<file path="src/include/spc_regs.svh">
// Purpose: Offsets, bit positions, limits and codes of the port parameter unit.
// Assumes: Included by its bare name after the package.
// Notes: Definitions only.
`ifndef SPC_REGS_SVH
`define SPC_REGS_SVH
// Register indices on the software port.
`define SPC_OFS_CTRL 3'h0
`define SPC_OFS_SEL 3'h1
`define SPC_OFS_RESULT 3'h2
`define SPC_OFS_ADDR 3'h3
`define SPC_OFS_BAUD 3'h4
`define SPC_OFS_PAR 3'h5
// Command byte fields.
`define SPC_GO_HI 7
`define SPC_GO_LO 5
`define SPC_PORT_HI 3
`define SPC_PORT_LO 0
`define SPC_PORT_A 4'h1
`define SPC_PORT_B 4'h2
// Select byte fields.
`define SPC_SEL_RSVD_MASK 8'hf8
`define SPC_SEL_ALL 3'h7
// Value limits.
`define SPC_ADDR_MIN 8'h01
`define SPC_ADDR_MAX 8'h1f
`define SPC_BAUD_MIN 8'h00
`define SPC_BAUD_MAX 8'h05
`define SPC_PAR_MIN 8'h00
`define SPC_PAR_MAX 8'h02
// Result codes.
`define SPC_ERR_NONE 6'h00
`define SPC_ERR_CMD 6'h01
`define SPC_ERR_PORT 6'h02
`define SPC_ERR_SEL 6'h03
`define SPC_ERR_ADDR 6'h04
`define SPC_ERR_BAUD 6'h05
`define SPC_ERR_PAR 6'h06
`define SPC_ERR_BASE_A 6'h0a
`define SPC_ERR_BASE_B 6'h14
`define SPC_ERR_NV_WR 6'h3d
`endif

</file>
<file path="src/include/spc_pkg.sv">
// Purpose: Types of the port parameter unit.
// Assumes: Nothing.
// Notes: Numbers live in spc_regs.svh.
package spc_pkg;
    // Sequencer states.
    typedef enum logic [1:0] {
        ST_IDLE = 2'b00,
        ST_CHECK = 2'b01,
        ST_NV_WAIT = 2'b10
    } fsm_type;
    // Storage operations.
    typedef enum logic [1:0] {
        OP_NONE = 2'b00,
        OP_WRITE = 2'b01,
        OP_READ = 2'b10,
        OP_CLEAR = 2'b11
    } op_type;
    // Request to the non-volatile store.
    typedef struct packed {
        logic req;
        op_type op;
        logic port;
        logic [2:0] sel;
        logic [7:0] addr;
        logic [7:0] baud;
        logic [7:0] par;
    } nv_req_type;
    // Answer of the non-volatile store.
    typedef struct packed {
        logic [2:0] fail;
        logic [2:0] present;
        logic [7:0] addr;
        logic [7:0] baud;
        logic [7:0] par;
    } nv_rsp_type;
    // Whole state of the unit.
    typedef struct packed {
        fsm_type fsm;
        logic [7:0] ctrl;
        logic [7:0] sel;
        logic [7:0] result;
        logic [7:0] v_addr;
        logic [7:0] v_baud;
        logic [7:0] v_par;
        logic [2:0] go;
        logic [3:0] port;
        nv_req_type nv;
        logic [1:0][2:0] dyn_ok;
        logic [1:0][7:0] dyn_addr;
        logic [1:0][7:0] dyn_baud;
        logic [1:0][7:0] dyn_par;
        logic [1:0][7:0] eff_addr;
        logic [1:0][7:0] eff_baud;
        logic [1:0][7:0] eff_par;
        logic booted;
        logic [7:0] rdata;
    } state_type;
endpackage : spc_pkg

</file>
<file path="src/logic/serial_port_param_cmd_unit.sv">
// Purpose: Command unit that writes, reads or clears the station address,
//   baud code and parity code of two serial ports.
// Assumes: One clock; storage and UART share it, so their signals need no
//   synchroniser.
// Notes: The store itself sits outside; this unit sequences it.
`include "spc_regs.svh"
`timescale 1ns/1ps
`default_nettype none

module serial_port_param_cmd_unit (
    input wire logic i_core_clk, // Core clock, 25 MHz.
    input wire logic i_rst_n, // Asynchronous reset, active low.
    input wire logic [2:0] i_addr, // Register index.
    input wire logic [7:0] i_wdata, // Write data.
    input wire logic i_wr, // Write strobe.
    input wire logic i_rd, // Read strobe.
    output logic [7:0] o_rdata, // Read data, one cycle after i_rd.
    input wire logic [1:0][7:0] i_cfg_addr, // Configured address per port.
    input wire logic [1:0][7:0] i_cfg_baud, // Configured baud code per port.
    input wire logic [1:0][7:0] i_cfg_par, // Configured parity per port.
    input wire logic [1:0] i_port_busy, // Port is in a transfer.
    output logic [1:0][7:0] o_eff_addr, // Address in force per port.
    output logic [1:0][7:0] o_eff_baud, // Baud code in force per port.
    output logic [1:0][7:0] o_eff_par, // Parity code in force per port.
    output spc_pkg::nv_req_type o_nv, // Request to the store.
    input wire logic i_nv_ack, // Store finished, one-cycle pulse.
    input wire spc_pkg::nv_rsp_type i_nv_rsp // Store answer, valid on ack.
);

    // Registered state and its next value.
    spc_pkg::state_type q;
    spc_pkg::state_type d;
    // Temporaries of the combinational process.
    logic [5:0] chk_code; // Validation result.
    logic [5:0] rd_code; // Storage read result.
    logic [5:0] base; // Storage code base of the port.
    logic pidx; // Port index, zero for the first port.
    logic clr_hit; // Software writes the command byte now.

    // Range test shared by all three values.
    function automatic logic in_range(input logic [7:0] v,
                                      input logic [7:0] lo,
                                      input logic [7:0] hi);
        in_range = (v >= lo) && (v <= hi);
    endfunction : in_range

    // True when two or more go bits are set.
    function automatic logic many_go(input logic [2:0] g);
        many_go = (g[0] & g[1]) | (g[0] & g[2]) | (g[1] & g[2]);
    endfunction : many_go

    // Outputs come straight from the state register.
    assign o_rdata = q.rdata;
    assign o_eff_addr = q.eff_addr;
    assign o_eff_baud = q.eff_baud;
    assign o_eff_par = q.eff_par;
    assign o_nv = q.nv;

    // Next state: register port, sequencer and parameters in force.
    always_comb begin
        d = q;
        chk_code = `SPC_ERR_NONE;
        rd_code = `SPC_ERR_NONE;
        pidx = (q.port == `SPC_PORT_B);
        base = pidx ? `SPC_ERR_BASE_B : `SPC_ERR_BASE_A;
        clr_hit = i_wr && (i_addr == `SPC_OFS_CTRL);

        // Read data stand only in the cycle after the strobe.
        d.rdata = 8'h00;
        if (i_rd) begin
            unique case (i_addr)
                `SPC_OFS_CTRL: d.rdata = q.ctrl;
                `SPC_OFS_SEL: d.rdata = q.sel;
                `SPC_OFS_RESULT: d.rdata = q.result;
                `SPC_OFS_ADDR: d.rdata = q.v_addr;
                `SPC_OFS_BAUD: d.rdata = q.v_baud;
                `SPC_OFS_PAR: d.rdata = q.v_par;
                // Unused indices read as zero.
                default: d.rdata = 8'h00;
            endcase
        end

        // Software writes; the result byte is read-only.
        if (i_wr) begin
            unique case (i_addr)
                `SPC_OFS_CTRL: d.ctrl = i_wdata;
                `SPC_OFS_SEL: d.sel = i_wdata;
                `SPC_OFS_ADDR: d.v_addr = i_wdata;
                `SPC_OFS_BAUD: d.v_baud = i_wdata;
                `SPC_OFS_PAR: d.v_par = i_wdata;
                // Result and unused indices ignore writes.
                default: d.ctrl = d.ctrl;
            endcase
        end

        // Sequencer.
        unique case (q.fsm)
            spc_pkg::ST_IDLE: begin
                // A go bit seen while idle starts an operation.
                if (|q.ctrl[`SPC_GO_HI:`SPC_GO_LO]) begin
                    d.result = 8'h00;
                    d.go = q.ctrl[`SPC_GO_HI:`SPC_GO_LO];
                    d.port = q.ctrl[`SPC_PORT_HI:`SPC_PORT_LO];
                    d.fsm = spc_pkg::ST_CHECK;
                end
            end
            spc_pkg::ST_CHECK: begin
                // Checks run in priority order; the first fault wins.
                // single go bit
                if (many_go(q.go)) begin
                    chk_code = `SPC_ERR_CMD;
                end else if ((q.port != `SPC_PORT_A) && (q.port != `SPC_PORT_B)) begin
                    chk_code = `SPC_ERR_PORT;
                end else if (!q.go[1] && (((q.sel & `SPC_SEL_RSVD_MASK) != 8'h00)
                                          || (q.sel[2:0] == 3'h0))) begin
                    chk_code = `SPC_ERR_SEL;
                end else if (q.go[2]) begin
                    if (q.sel[0] && !in_range(q.v_addr, `SPC_ADDR_MIN, `SPC_ADDR_MAX)) begin
                        chk_code = `SPC_ERR_ADDR;
                    end else if (q.sel[1]
                                 && !in_range(q.v_baud, `SPC_BAUD_MIN, `SPC_BAUD_MAX)) begin
                        chk_code = `SPC_ERR_BAUD;
                    end else if (q.sel[2]
                                 && !in_range(q.v_par, `SPC_PAR_MIN, `SPC_PAR_MAX)) begin
                        chk_code = `SPC_ERR_PAR;
                    end
                end
                if (chk_code != `SPC_ERR_NONE) begin
                    d.result = {1'b1, 1'b0, chk_code};
                    if (!clr_hit) begin
                        d.ctrl[`SPC_GO_HI:`SPC_GO_LO] = 3'h0;
                    end
                    d.fsm = spc_pkg::ST_IDLE;
                end else begin
                    // Hand the operation to the store.
                    d.nv.req = 1'b1;
                    d.nv.port = pidx;
                    d.nv.addr = q.v_addr;
                    d.nv.baud = q.v_baud;
                    d.nv.par = q.v_par;
                    if (q.go[2]) begin
                        d.nv.op = spc_pkg::OP_WRITE;
                        d.nv.sel = q.sel[2:0];
                    end else if (q.go[1]) begin
                        d.nv.op = spc_pkg::OP_READ;
                        d.nv.sel = `SPC_SEL_ALL;
                    end else begin
                        d.nv.op = spc_pkg::OP_CLEAR;
                        d.nv.sel = q.sel[2:0];
                    end
                    d.fsm = spc_pkg::ST_NV_WAIT;
                end
            end
            spc_pkg::ST_NV_WAIT: begin
                // The request stands until the store acknowledges.
                if (i_nv_ack) begin
                    d.nv.req = 1'b0;
                    d.fsm = spc_pkg::ST_IDLE;
                    if (!clr_hit) begin
                        d.ctrl[`SPC_GO_HI:`SPC_GO_LO] = 3'h0;
                    end
                    unique case (q.nv.op)
                        spc_pkg::OP_READ: begin
                            // Lowest failing parameter is reported.
                            // codes of the addressed port
                            for (int k = 2; k >= 0; k--) begin
                                if (i_nv_rsp.fail[k]) begin
                                    rd_code = base + 6'(2 * k);
                                end else if (!i_nv_rsp.present[k]) begin
                                    rd_code = base + 6'(2 * k + 1);
                                end
                            end
                            if (rd_code != `SPC_ERR_NONE) begin
                                d.result = {1'b1, 1'b0, rd_code};
                            end else begin
                                d.result = {1'b1, 1'b1, `SPC_ERR_NONE};
                                d.v_addr = i_nv_rsp.addr;
                                d.v_baud = i_nv_rsp.baud;
                                d.v_par = i_nv_rsp.par;
                                // Refresh the mirror from the store.
                                d.dyn_ok[q.nv.port] = 3'h7;
                                d.dyn_addr[q.nv.port] = i_nv_rsp.addr;
                                d.dyn_baud[q.nv.port] = i_nv_rsp.baud;
                                d.dyn_par[q.nv.port] = i_nv_rsp.par;
                            end
                        end
                        default: begin
                            // Write and clear both change the store.
                            if (|i_nv_rsp.fail) begin
                                d.result = {1'b1, 1'b0, `SPC_ERR_NV_WR};
                            end else begin
                                d.result = {1'b1, 1'b1, `SPC_ERR_NONE};
                                if (q.nv.op == spc_pkg::OP_WRITE) begin
                                    d.dyn_ok[q.nv.port] = q.dyn_ok[q.nv.port] | q.nv.sel;
                                    if (q.nv.sel[0]) begin
                                        d.dyn_addr[q.nv.port] = q.nv.addr;
                                    end
                                    if (q.nv.sel[1]) begin
                                        d.dyn_baud[q.nv.port] = q.nv.baud;
                                    end
                                    if (q.nv.sel[2]) begin
                                        d.dyn_par[q.nv.port] = q.nv.par;
                                    end
                                end else begin
                                    d.dyn_ok[q.nv.port] = q.dyn_ok[q.nv.port] & ~q.nv.sel;
                                end
                            end
                        end
                    endcase
                end
            end
            // Illegal code recovers to idle.
            default: begin
                d.fsm = spc_pkg::ST_IDLE;
                d.nv.req = 1'b0;
            end
        endcase

        // Values in force; a stored value overrides the configured one.
        d.booted = 1'b1;
        for (int k = 0; k < 2; k++) begin
            d.eff_addr[k] = q.dyn_ok[k][0] ? q.dyn_addr[k] : i_cfg_addr[k];
            // A busy port keeps its framing until idle or restart.
            // baud and parity when idle
            if (!q.booted || !i_port_busy[k]) begin
                d.eff_baud[k] = q.dyn_ok[k][1] ? q.dyn_baud[k] : i_cfg_baud[k];
                d.eff_par[k] = q.dyn_ok[k][2] ? q.dyn_par[k] : i_cfg_par[k];
            end
        end
    end

    // State register; reset loads all zero, booted low forces a load.
    always_ff @(posedge i_core_clk or negedge i_rst_n) begin
        if (!i_rst_n) begin
            q <= '0;
        end else begin
            q <= d;
        end
    end

endmodule : serial_port_param_cmd_unit

`default_nettype wire

</file>
<file path="config.mk">
export PLATFORM = sky130hd
export DESIGN_NAME = serial_port_param_cmd_unit
export DESIGN_NICKNAME = d
export VERILOG_FILES = /design/src/include/spc_pkg.sv /design/src/logic/serial_port_param_cmd_unit.sv
export VERILOG_INCLUDE_DIRS = /design/src /design/src/include
export SDC_FILE = /design/constraint.sdc
export NUM_CORES = 1
export LEC_CHECK = 0
export ABC_AREA = 0
export BUFFER_PORTS_ARGS = -buffer_cell sky130_fd_sc_hd__buf_2
export CORE_MARGIN = 4
export CORE_UTILIZATION = 40
export CTS_CLUSTER_SIZE = 25
export DETAILED_ROUTE_END_ITERATION = 6
export MAX_ROUTING_LAYER = met4
export PLACE_DENSITY_LB_ADDON = 0.15
export SYNTH_ARGS = -nofsm -noshare
export SYNTH_HDL_FRONTEND = slang
export SYNTH_SLANG_ARGS = --single-unit
export TNS_END_PERCENT = 100
</file>
<file path="constraint.sdc">
create_clock -name i_core_clk -period 2.92 [get_ports i_core_clk]
set_clock_uncertainty 0.05 [all_clocks]
set_input_delay 0.584 -clock i_core_clk [delete_from_list [all_inputs] [get_ports i_core_clk]]
set_output_delay 0.584 -clock i_core_clk [all_outputs]
set_load 0.03 [all_outputs]
</file>
==> run metrics, run 1 <==
crit path max-delay cell type or4_1; cts repair resizes 0; clock sinks 199; GRT Util Overall 0.203; post-synthesis instance total 938; Synth area leaders dfrtp_1 (50%), mux2i_1 (7.2%), buf_4 (6.6%); actual slew at the worst max-slew pin 1060 ps; via density per instance 5.19; std cell rows 57; vias in the first global route 6,952; hold crit path type primary input to asynchronous set/reset pin; commonest non-fill, non-tap cell in the layout dfrtp_1; iteration count of the initial detailed-routing pass 5; flop-to-flop setup slack 350 ps; TritonCTS Buffers 17; Critical Path Max Stage Delay 750 ps; gpl congestion 0.839; commonest non-fill, non-tap cells in the layout dfrtp_1 (199), buf_2 (181), nor2_1 (81); routed wire length 26,900 um; Post-synth EDFFs 0; Async SR Flop Fraction 1.00; DP Worst Slack 161 ps; die area 0.0274 mm2; Crit Path Category flip-flop to flip-flop; htree depth 4; worst reg-to-reg path cell count 6; Critical R2R Launch o_nv[28]; layout cell share with drive strength beyond 1 0.295; Antenna Nets Post-Route 0; DR WL/cell 19.8 um; CTS tree done; Synth Area per Inst 10.6 um2; RSZ-0062 raised after global routing false; Initial Util 0.407; r2r endpoint q[64]; syn_nets 1,040; Layout area overhead 13.6%; Hold-fix buffers, CTS 0; Ys Warns 0; die width 165 um; First DRT Iteration DRCs 586; Peak VDD IR 406 uV; MaxCap Viol Count 0; clk buf depth 2; overall power 9.13 mW; sum of negative setup slack 0 ps; critical path launch point type flip-flop; Detailed Place HPWL 20,300 um; highest clock rate 388 MHz; Core Region 0.0244 mm2; drt drc 0; Worst Setup End Kind flip-flop; min Tclk post-route 2570 ps; root buf cell clkbuf_16; critical path arrival 2860 ps; Buffers on Ports 182; WP data required 3210 ps; pin count of the biggest net entering global routing 70; mapped cell area 0.00992 mm2; fin worst setup slack 346 ps; Post-CTS Setup Repair Bufs 0; critical path fanouts, max 16; LEAKAGE 5.28 nW; library cells used by synthesis 52; Synth top area share 0.502; Final Cycle Share 0.882; post-synthesis register bit count 199; die height 165 um; Hold Vio Cnt, Final 0; post-synth top area cell dfrtp_1; via count 7,053; Max Slew Vio Count 0; fill cell count 2,424; first-pass GRT wire length 41,000 um; PD cells 810 mW/mm2; Nets 1,125; Final setup viols 0; Max-slew headroom 0.289; diode count 0; crit-path cells inv_1 > ha_2 > nand4_1 > a21bo_2 > or4_1 > o31ai_1; most used flip-flop cell after synthesis dfrtp_1; clk slew on worst S/H paths 80 ps; post-synthesis sequential area ratio 0.502; status completed; GR Overflow Total 0; number of I/O pins 183; initial antenna violation count 0; insertion delay to the later sink of the worst-skew pair 440 ps
critical path: cells and delay by family, from the launching register on:
| family | cells | cell delay (ps) |
|---|---|---|
| AO/OA/AOI/OAI | 2 | 650 |
| buffers and inverters | 1 | 80 |
| AND/OR/NAND/NOR | 2 | 890 |
| adder cells (fa/ha/maj) | 1 | 380 |
| flip-flops | 1 | 420 |
how the worst max path moves through the flow:
stage,from,to,slack [ps],cells after the start
2_1_floorplan,i_nv_rsp[28],q[60],510,9
3_3_place_gp,i_nv_rsp[28],q[64],210,6
3_5_place_dp,i_nv_rsp[28],q[64],160,6
4_1_cts,o_nv[28],q[64],340,6
5_1_grt,o_nv[28],q[64],200,6
6_report,o_nv[28],q[64],350,6
where the power goes:
group	total, mW	internal, mW	switching, mW
Clock	2.65	1.56	1.09
Sequential	3.70	3.21	0.498
Combinational	2.77	1.02	1.75
cells by family after synthesis:
group                      Yosys count  synth area share
AOI/OAI and AO/OA                  207             0.129
muxes                              154             0.168
other                                1          0.000378
and+or+nand+nor                    217            0.0995
DFF                                199             0.502
xor gates and xnor gates             2           0.00177
buffers and inverters              152            0.0912
adders and majority gates            6           0.00757
cell type report:
type                            count  area (um2)  area share
Sequential cell                   199        4980       0.442
Inverter                           12        45.0     0.00400
Clock buffer                       19         443      0.0393
Timing Repair Buffer              206        1140       0.101
Tap cell                          324         405      0.0360
Clock inverter                     13         216      0.0192
Multi-Input combinational cell    587        4040       0.359
cells in the mapped netlist (3+ instances only):
| cell type | count |
|---|---|
| a22o_1 | 5 |
| nor2_1 | 81 |
| mux2_2 | 54 |
| or2_2 | 3 |
| mux2_1 | 27 |
| o22ai_1 | 9 |
| nand2_1 | 72 |
| o21a_1 | 4 |
| clkbuf_1 | 43 |
| mux2i_1 | 71 |
| ha_1 | 6 |
| nand3_1 | 8 |
| a22oi_1 | 39 |
| nor3_1 | 9 |
| a21oi_1 | 76 |
| inv_1 | 12 |
| buf_4 | 87 |
| buf_1 | 4 |
| nor2b_1 | 10 |
| o21ai_1 | 7 |
| o21ai_0 | 39 |
| dfrtp_1 | 199 |
| and2_1 | 11 |
| nand2b_1 | 6 |
| o31ai_1 | 13 |
| buf_2 | 6 |
flip-flops by register name, summed over array words and instances (netlist names):
signal and count:
o_eff_addr 16, o_rdata 8, q 112, o_eff_par 16, o_nv 31, o_eff_baud 16
metrics by stage:
stage               utilization  hold WS, ps  instance area [um2]  std cells
floorplan                     -          238                 9920        938
global placement          0.435          408                10600       1328
detailed placement        0.435          415                10600       1328
CTS                       0.462          119                11300       1360
global route              0.462          125                11300       1360
finish                    0.462         91.6                11300       1360
routing by layer:
layer / GRT usage / share of wire
met4: 0.0484 / 0.012
met1: 0.274 / 0.46
met5: - / 0
met3: 0.0285 / 0.048
met2: 0.329 / 0.48
Power figures use the tool's default switching activity.
==> inputs of run 2 (changes only) <==
==> constraint.sdc (replaced) <==
create_clock -name i_core_clk -period 2.92 [get_ports i_core_clk]
set_clock_uncertainty 0.05 [all_clocks]
set_input_delay 0.146 -clock i_core_clk [delete_from_list [all_inputs] [get_ports i_core_clk]]
set_output_delay 0.146 -clock i_core_clk [all_outputs]
set_load 0.03 [all_outputs]
==> run 2 against run 1 <==
Against the previous run: design area is 5.7% higher; routed wire length is 3.1% higher; clock power is 5% lower; via count is 4.7% higher; combinational power is 3% higher; global-route usage is 0.77 points higher; critical path depth stayed put; non-clock buffer count is 66 higher; count of clock-buffer cells in the layout is 2 higher; sequential power hardly changed; worst setup slack better by 12 ps; the flow now finishes with violations (hold timing).
==> run metrics, run 2 (synthesis results as in run 1) <==
pin count of the biggest net entering global routing 66; Worst Setup End Kind flip-flop; commonest non-fill, non-tap cell in the layout dfrtp_1; highest clock rate 390 MHz; layout cell share with drive strength beyond 1 0.270; drt drc 0; Antenna Nets Post-Route 0; Max Slew Vio Count 0; diode count 0; CTS tree done; DR WL/cell 19.4 um; DP Worst Slack 370 ps; via density per instance 5.18; status complete, but fails checks; Layout area overhead 20.1%; root buf cell clkbuf_16; sw frac 0.371; Final Cycle Share 0.877; sequential share of power 0.410; number of flip-flops in the largest register 112; commonest non-fill, non-tap cells in the layout dfrtp_1 (199), buf_2 (181), nor2_1 (81); First DRT Iteration DRCs 621; met2 wire length 13,400 um; Crit Path Category flip-flop to flip-flop; actual slew at the worst max-slew pin 1130 ps; combinational share of power 0.314; RSZ-0062 raised after global routing false; hold crit path type primary input to flip-flop; critical path fanouts, max 16; fin worst setup slack 358 ps; initial antenna violation count 0; vias in the first global route 7,543; Nets 1,191; Cell Int Power 5.70 mW; std cell rows 57; area of the multi-input gates 0.00404 mm2; Post-CTS Setup Repair Bufs 0; met3 wire len 1110 um; flop-to-flop setup slack 360 ps; clk buf depth 2; Peak VDD IR 426 uV; critical path arrival 2850 ps; min Tclk post-route 2560 ps; die area 0.0274 mm2; highest metal used met4; via count 7,383; die height 165 um; WP data required 3210 ps; LEAKAGE 5.53 nW; Reg with most FFs q; GR Overflow Total 0; first-pass GRT wire length 43,100 um; clock share of power 0.277; Initial Util 0.407; gpl congestion 0.840; Max-slew headroom 0.243; failing checks hold timing; htree depth 4; iteration count of the initial detailed-routing pass 4; fill cell count 2,312; TritonCTS Buffers 17; GRT Util Overall 0.211; worst hold slack -5.32 ps; insertion delay to the later sink of the worst-skew pair 430 ps; sum of negative setup slack 0 ps; Buffers on Ports 182; register area 0.00498 mm2; Detailed Place HPWL 20,200 um; clk slew on worst S/H paths 80 ps; number of I/O pins 183; critical path launch point type flip-flop; MaxCap Viol Count 0; routed wire length 27,700 um; Hold Vio Cnt, Final 1; Core Region 0.0244 mm2; clock sinks 199; M1 wire length 12,700 um; Final setup viols 0; die width 165 um; PD cells 761 mW/mm2; NetSw 3.36 mW
## run 2: final cells by class
| class | instances | area share |
|---|---|---|
| Sequential cell | 199 | 0.418 |
| Multi-Input combinational cell | 587 | 0.339 |
| Timing Repair Buffer | 272 | 0.153 |
| Clock buffer | 21 | 0.0387 |
| Tap cell | 324 | 0.0340 |
| Clock inverter | 11 | 0.0133 |
| Inverter | 12 | 0.00378 |
## run 2: power by group through the flow
stage	combinational, mW	sequential [mW]	clock (mW)
2_1_floorplan	2.27	3.54	0
3_3_place_gp	2.76	3.76	0
3_5_place_dp	2.77	3.77	0
4_1_cts	2.86	3.71	2.56
5_1_grt	3.09	3.78	2.67
6_report	2.84	3.71	2.51
## run 2: per-layer routing
layer | vias up | GRT usage
met2 | 173 | 0.343
met1 | 3667 | 0.283
li1 | 3516 | -
met3 | 27 | 0.0273
met4 | 0 | 0.0532
met5 | - | -
## run 2: repair_timing
action	in CTS	in global routing
hold buffers	74	0
hold endpoints to repair	144	0
resized for setup	0	0
## run 2: stage by stage
stage	cell area [um2]	util	power [mW]	hold WS (ps)	instances
2_1_floorplan	9920	-	5.81	-200	938
3_3_place_gp	10600	0.433	6.52	136	1320
3_5_place_dp	10600	0.433	6.54	138	1320
4_1_cts	11900	0.488	9.13	3.40	1426
5_1_grt	11900	0.488	9.54	14.6	1426
6_report	11900	0.488	9.06	-5.32	1426
## run 2: critical path: stages, from the launching register on
cell     delay (ps)
dfrtp_1         410
inv_1            90
ha_1            190
and2_0          300
a21bo_2         350
or4_1           750
o31ai_1         320
## run 2: path summary, 6_finish.rpt
path | start | cells after the start | to
max | q[197] | 6 | q[58]
min | i_cfg_baud[14] | 3 | o_eff_baud[14]
max reg2reg | q[197] | 6 | q[58]
min reg2reg | o_eff_par[2] | 2 | o_eff_par[2]
max in group asynchronous | i_rst_n | 3 | o_rdata[3]
min in group asynchronous | i_rst_n | 2 | q[8]
==> inputs of run 3 (changes only) <==
Settings changed: ABC_AREA 0 to 1, CELL_PAD_IN_SITES_DETAIL_PLACEMENT set to 0, CELL_PAD_IN_SITES_GLOBAL_PLACEMENT set to 1.
==> run 3 against run 2 <==
Against the previous run: the flow now finishes without violations; sequential share of layout area is 0.82 points lower; routed wire length is 14% higher; critical path depth stayed put; critical endpoint is now q[82].
==> run metrics, run 3 <==
status completed; Async SR Flop Fraction 1.00; final core occ 0.480; mapped cell area 0.0104 mm2; mux cell area share after synthesis 0.0196; Hold Startpoint i_nv_rsp[16]; Final Cycle Share 0.854; insertion delay to the later sink of the worst-skew pair 440 ps; std cell rows 58; commonest non-fill, non-tap cell in the layout nand2_1; Synth area leaders dfrtp_1 (48%), nand2_1 (12%), o21ai_0 (8.2%); fin cells 1,770; post-synthesis simple-gate area fraction 0.200; Buffers on Ports 182; Ys Warns 0; drt drc 0; Critical R2R Launch q[197]; RSZ-0062 raised after global routing false; iteration count of the initial detailed-routing pass 5; placed cells 1,677; clk buf depth 2; Max-slew headroom 0.547; Compound-Gate Fraction of Synth Area 0.156; Crit Path Category flip-flop to flip-flop; largest family of logic cells by synthesized area simple AND/OR/NAND/NOR gates; root buf cell clkbuf_16; syn_nets 1,394; CTS tree done; via density per instance 5.01; post-synthesis register bit count 199; Worst Setup End Kind flip-flop; First DRT Iteration DRCs 765; top-count cell post-synth nand2_1; Post-Synth Adder-Cell Area 0.00724; worst reg-to-reg path cell count 6; top cells by instance count after synthesis nand2_1 (341), dfrtp_1 (199), o21ai_0 (169), inv_1 (127), buf_4 (92); vias in the first global route 8,355; die width 169 um; LEAKAGE 5.99 nW; GRT Util Overall 0.226; post-synth top area cell dfrtp_1; DP Area 0.0110 mm2; layout cell share with drive strength beyond 1 0.187; routed wire length 31,600 um; WP data required 3170 ps; hold crit path type primary input to flip-flop; initial antenna violation count 0; Nets 1,529; die area 0.0286 mm2; library cells used by synthesis 35; Critical path origin q[197]; MaxCap Viol Count 0; die height 169 um; worst hold stages 3; fin area 0.0121 mm2; Initial Util 0.409; number of flip-flops in the largest register 112; Max Slew Vio Count 0; Final setup viols 0; min Tclk post-route 2490 ps; post-synthesis instance total 1,292; gpl congestion 0.894; first-pass GRT wire length 48,400 um; pin count of the biggest net entering global routing 79; number of I/O pins 183; cts repair resizes 0; Peak VDD IR 397 uV; Hold Vio Cnt, Final 0; DP Worst Slack 435 ps; diode count 0; Detailed Place HPWL 23,800 um; Post-synth EDFFs 0; DR WL/cell 17.9 um; XOR/XNOR share of the synthesized area 0.000845; Synth top area share 0.480; via count 8,872; commonest non-fill, non-tap cells in the layout nand2_1 (341), dfrtp_1 (199), buf_2 (181); post-synthesis sequential area ratio 0.480; critical path launch point type flip-flop; clk slew on worst S/H paths 80 ps; critical path arrival 2750 ps; Antenna Nets Post-Route 0; actual slew at the worst max-slew pin 680 ps; Synth Area per Inst 8.02 um2; Reg with most FFs q; highest clock rate 401 MHz; Layout area overhead 17.2%; most used flip-flop cell after synthesis dfrtp_1; PD cells 745 mW/mm2; clock sinks 199; htree depth 4; fin worst setup slack 427 ps; Core Region 0.0253 mm2; critical path fanouts, max 16; GR Overflow Total 0; sum of negative setup slack 0 ps; TritonCTS Buffers 17
run 3: final timing paths:
check	to	slack [ps]
worst max-delay path	q[82]	430
worst min-delay path	q[165]	10
worst max register to register	q[82]	430
worst min register to register	q[61]	420
max in group asynchronous	q[88]	1830
min in group asynchronous	o_eff_par[4]	270
run 3: kinds of logic (layout without fill, tap and decap cells):
family	after synthesis	in the layout
simple gates	503	503
compound gates	287	287
buf+inv	277	425
flops	199	199
mux	18	18
fa+ha+maj	6	6
other cells	1	1
xor+xnor	1	1
run 3: final cells by class:
type / instances / area, um2
Multi-Input combinational cell: 816 / 3980
Sequential cell: 199 / 4980
Clock inverter: 13 / 139
Timing Repair Buffer: 262 / 1710
Inverter: 131 / 492
Clock buffer: 19 / 433
Tap cell: 330 / 413
Fill cell: 2601 / 13200
run 3: per-stage QoR:
| stage | total power, mW | hold slack, ps |
|---|---|---|
| final | 9.05 | 13.2 |
| after global routing | 9.59 | 23.2 |
| after CTS | 9.12 | 4.61 |
| after detailed placement | 6.70 | 194 |
| after global placement | 6.68 | 189 |
| after floorplan | 5.93 | -200 |
run 3: per-layer routing:
metal  GRT usage  up-vias  share of wire
li1            -     4404              -
met1       0.306     4167           0.45
met2       0.365      262           0.48
met3      0.0227       39          0.050
met4      0.0679        0          0.021
met5           -        -              0
run 3: what timing repair did:
| action | 4_1_cts | 5_1_grt |
|---|---|---|
| endpoints found under the setup margin | 0 | 0 |
| endpoints found under the hold margin | 135 | 0 |
| buffers inserted | 0 | 0 |
| hold buffers | 61 | 0 |
run 3: critical path, stage by stage (launching register included):
cell and delay [ps]:
dfrtp_1 410, inv_1 110, ha_1 200, nand2_1 260, nor4_4 650, and2_1 540
o21ai_0 140
run 3: report_power, final:
| part | internal [mW] | total (mW) | switching, mW |
|---|---|---|---|
| sequential | 3.20 | 3.65 | 0.454 |
| combinational | 0.908 | 3.05 | 2.15 |
| clock | 1.21 | 2.35 | 1.14 |
| total | 5.31 | 9.05 | 3.74 |
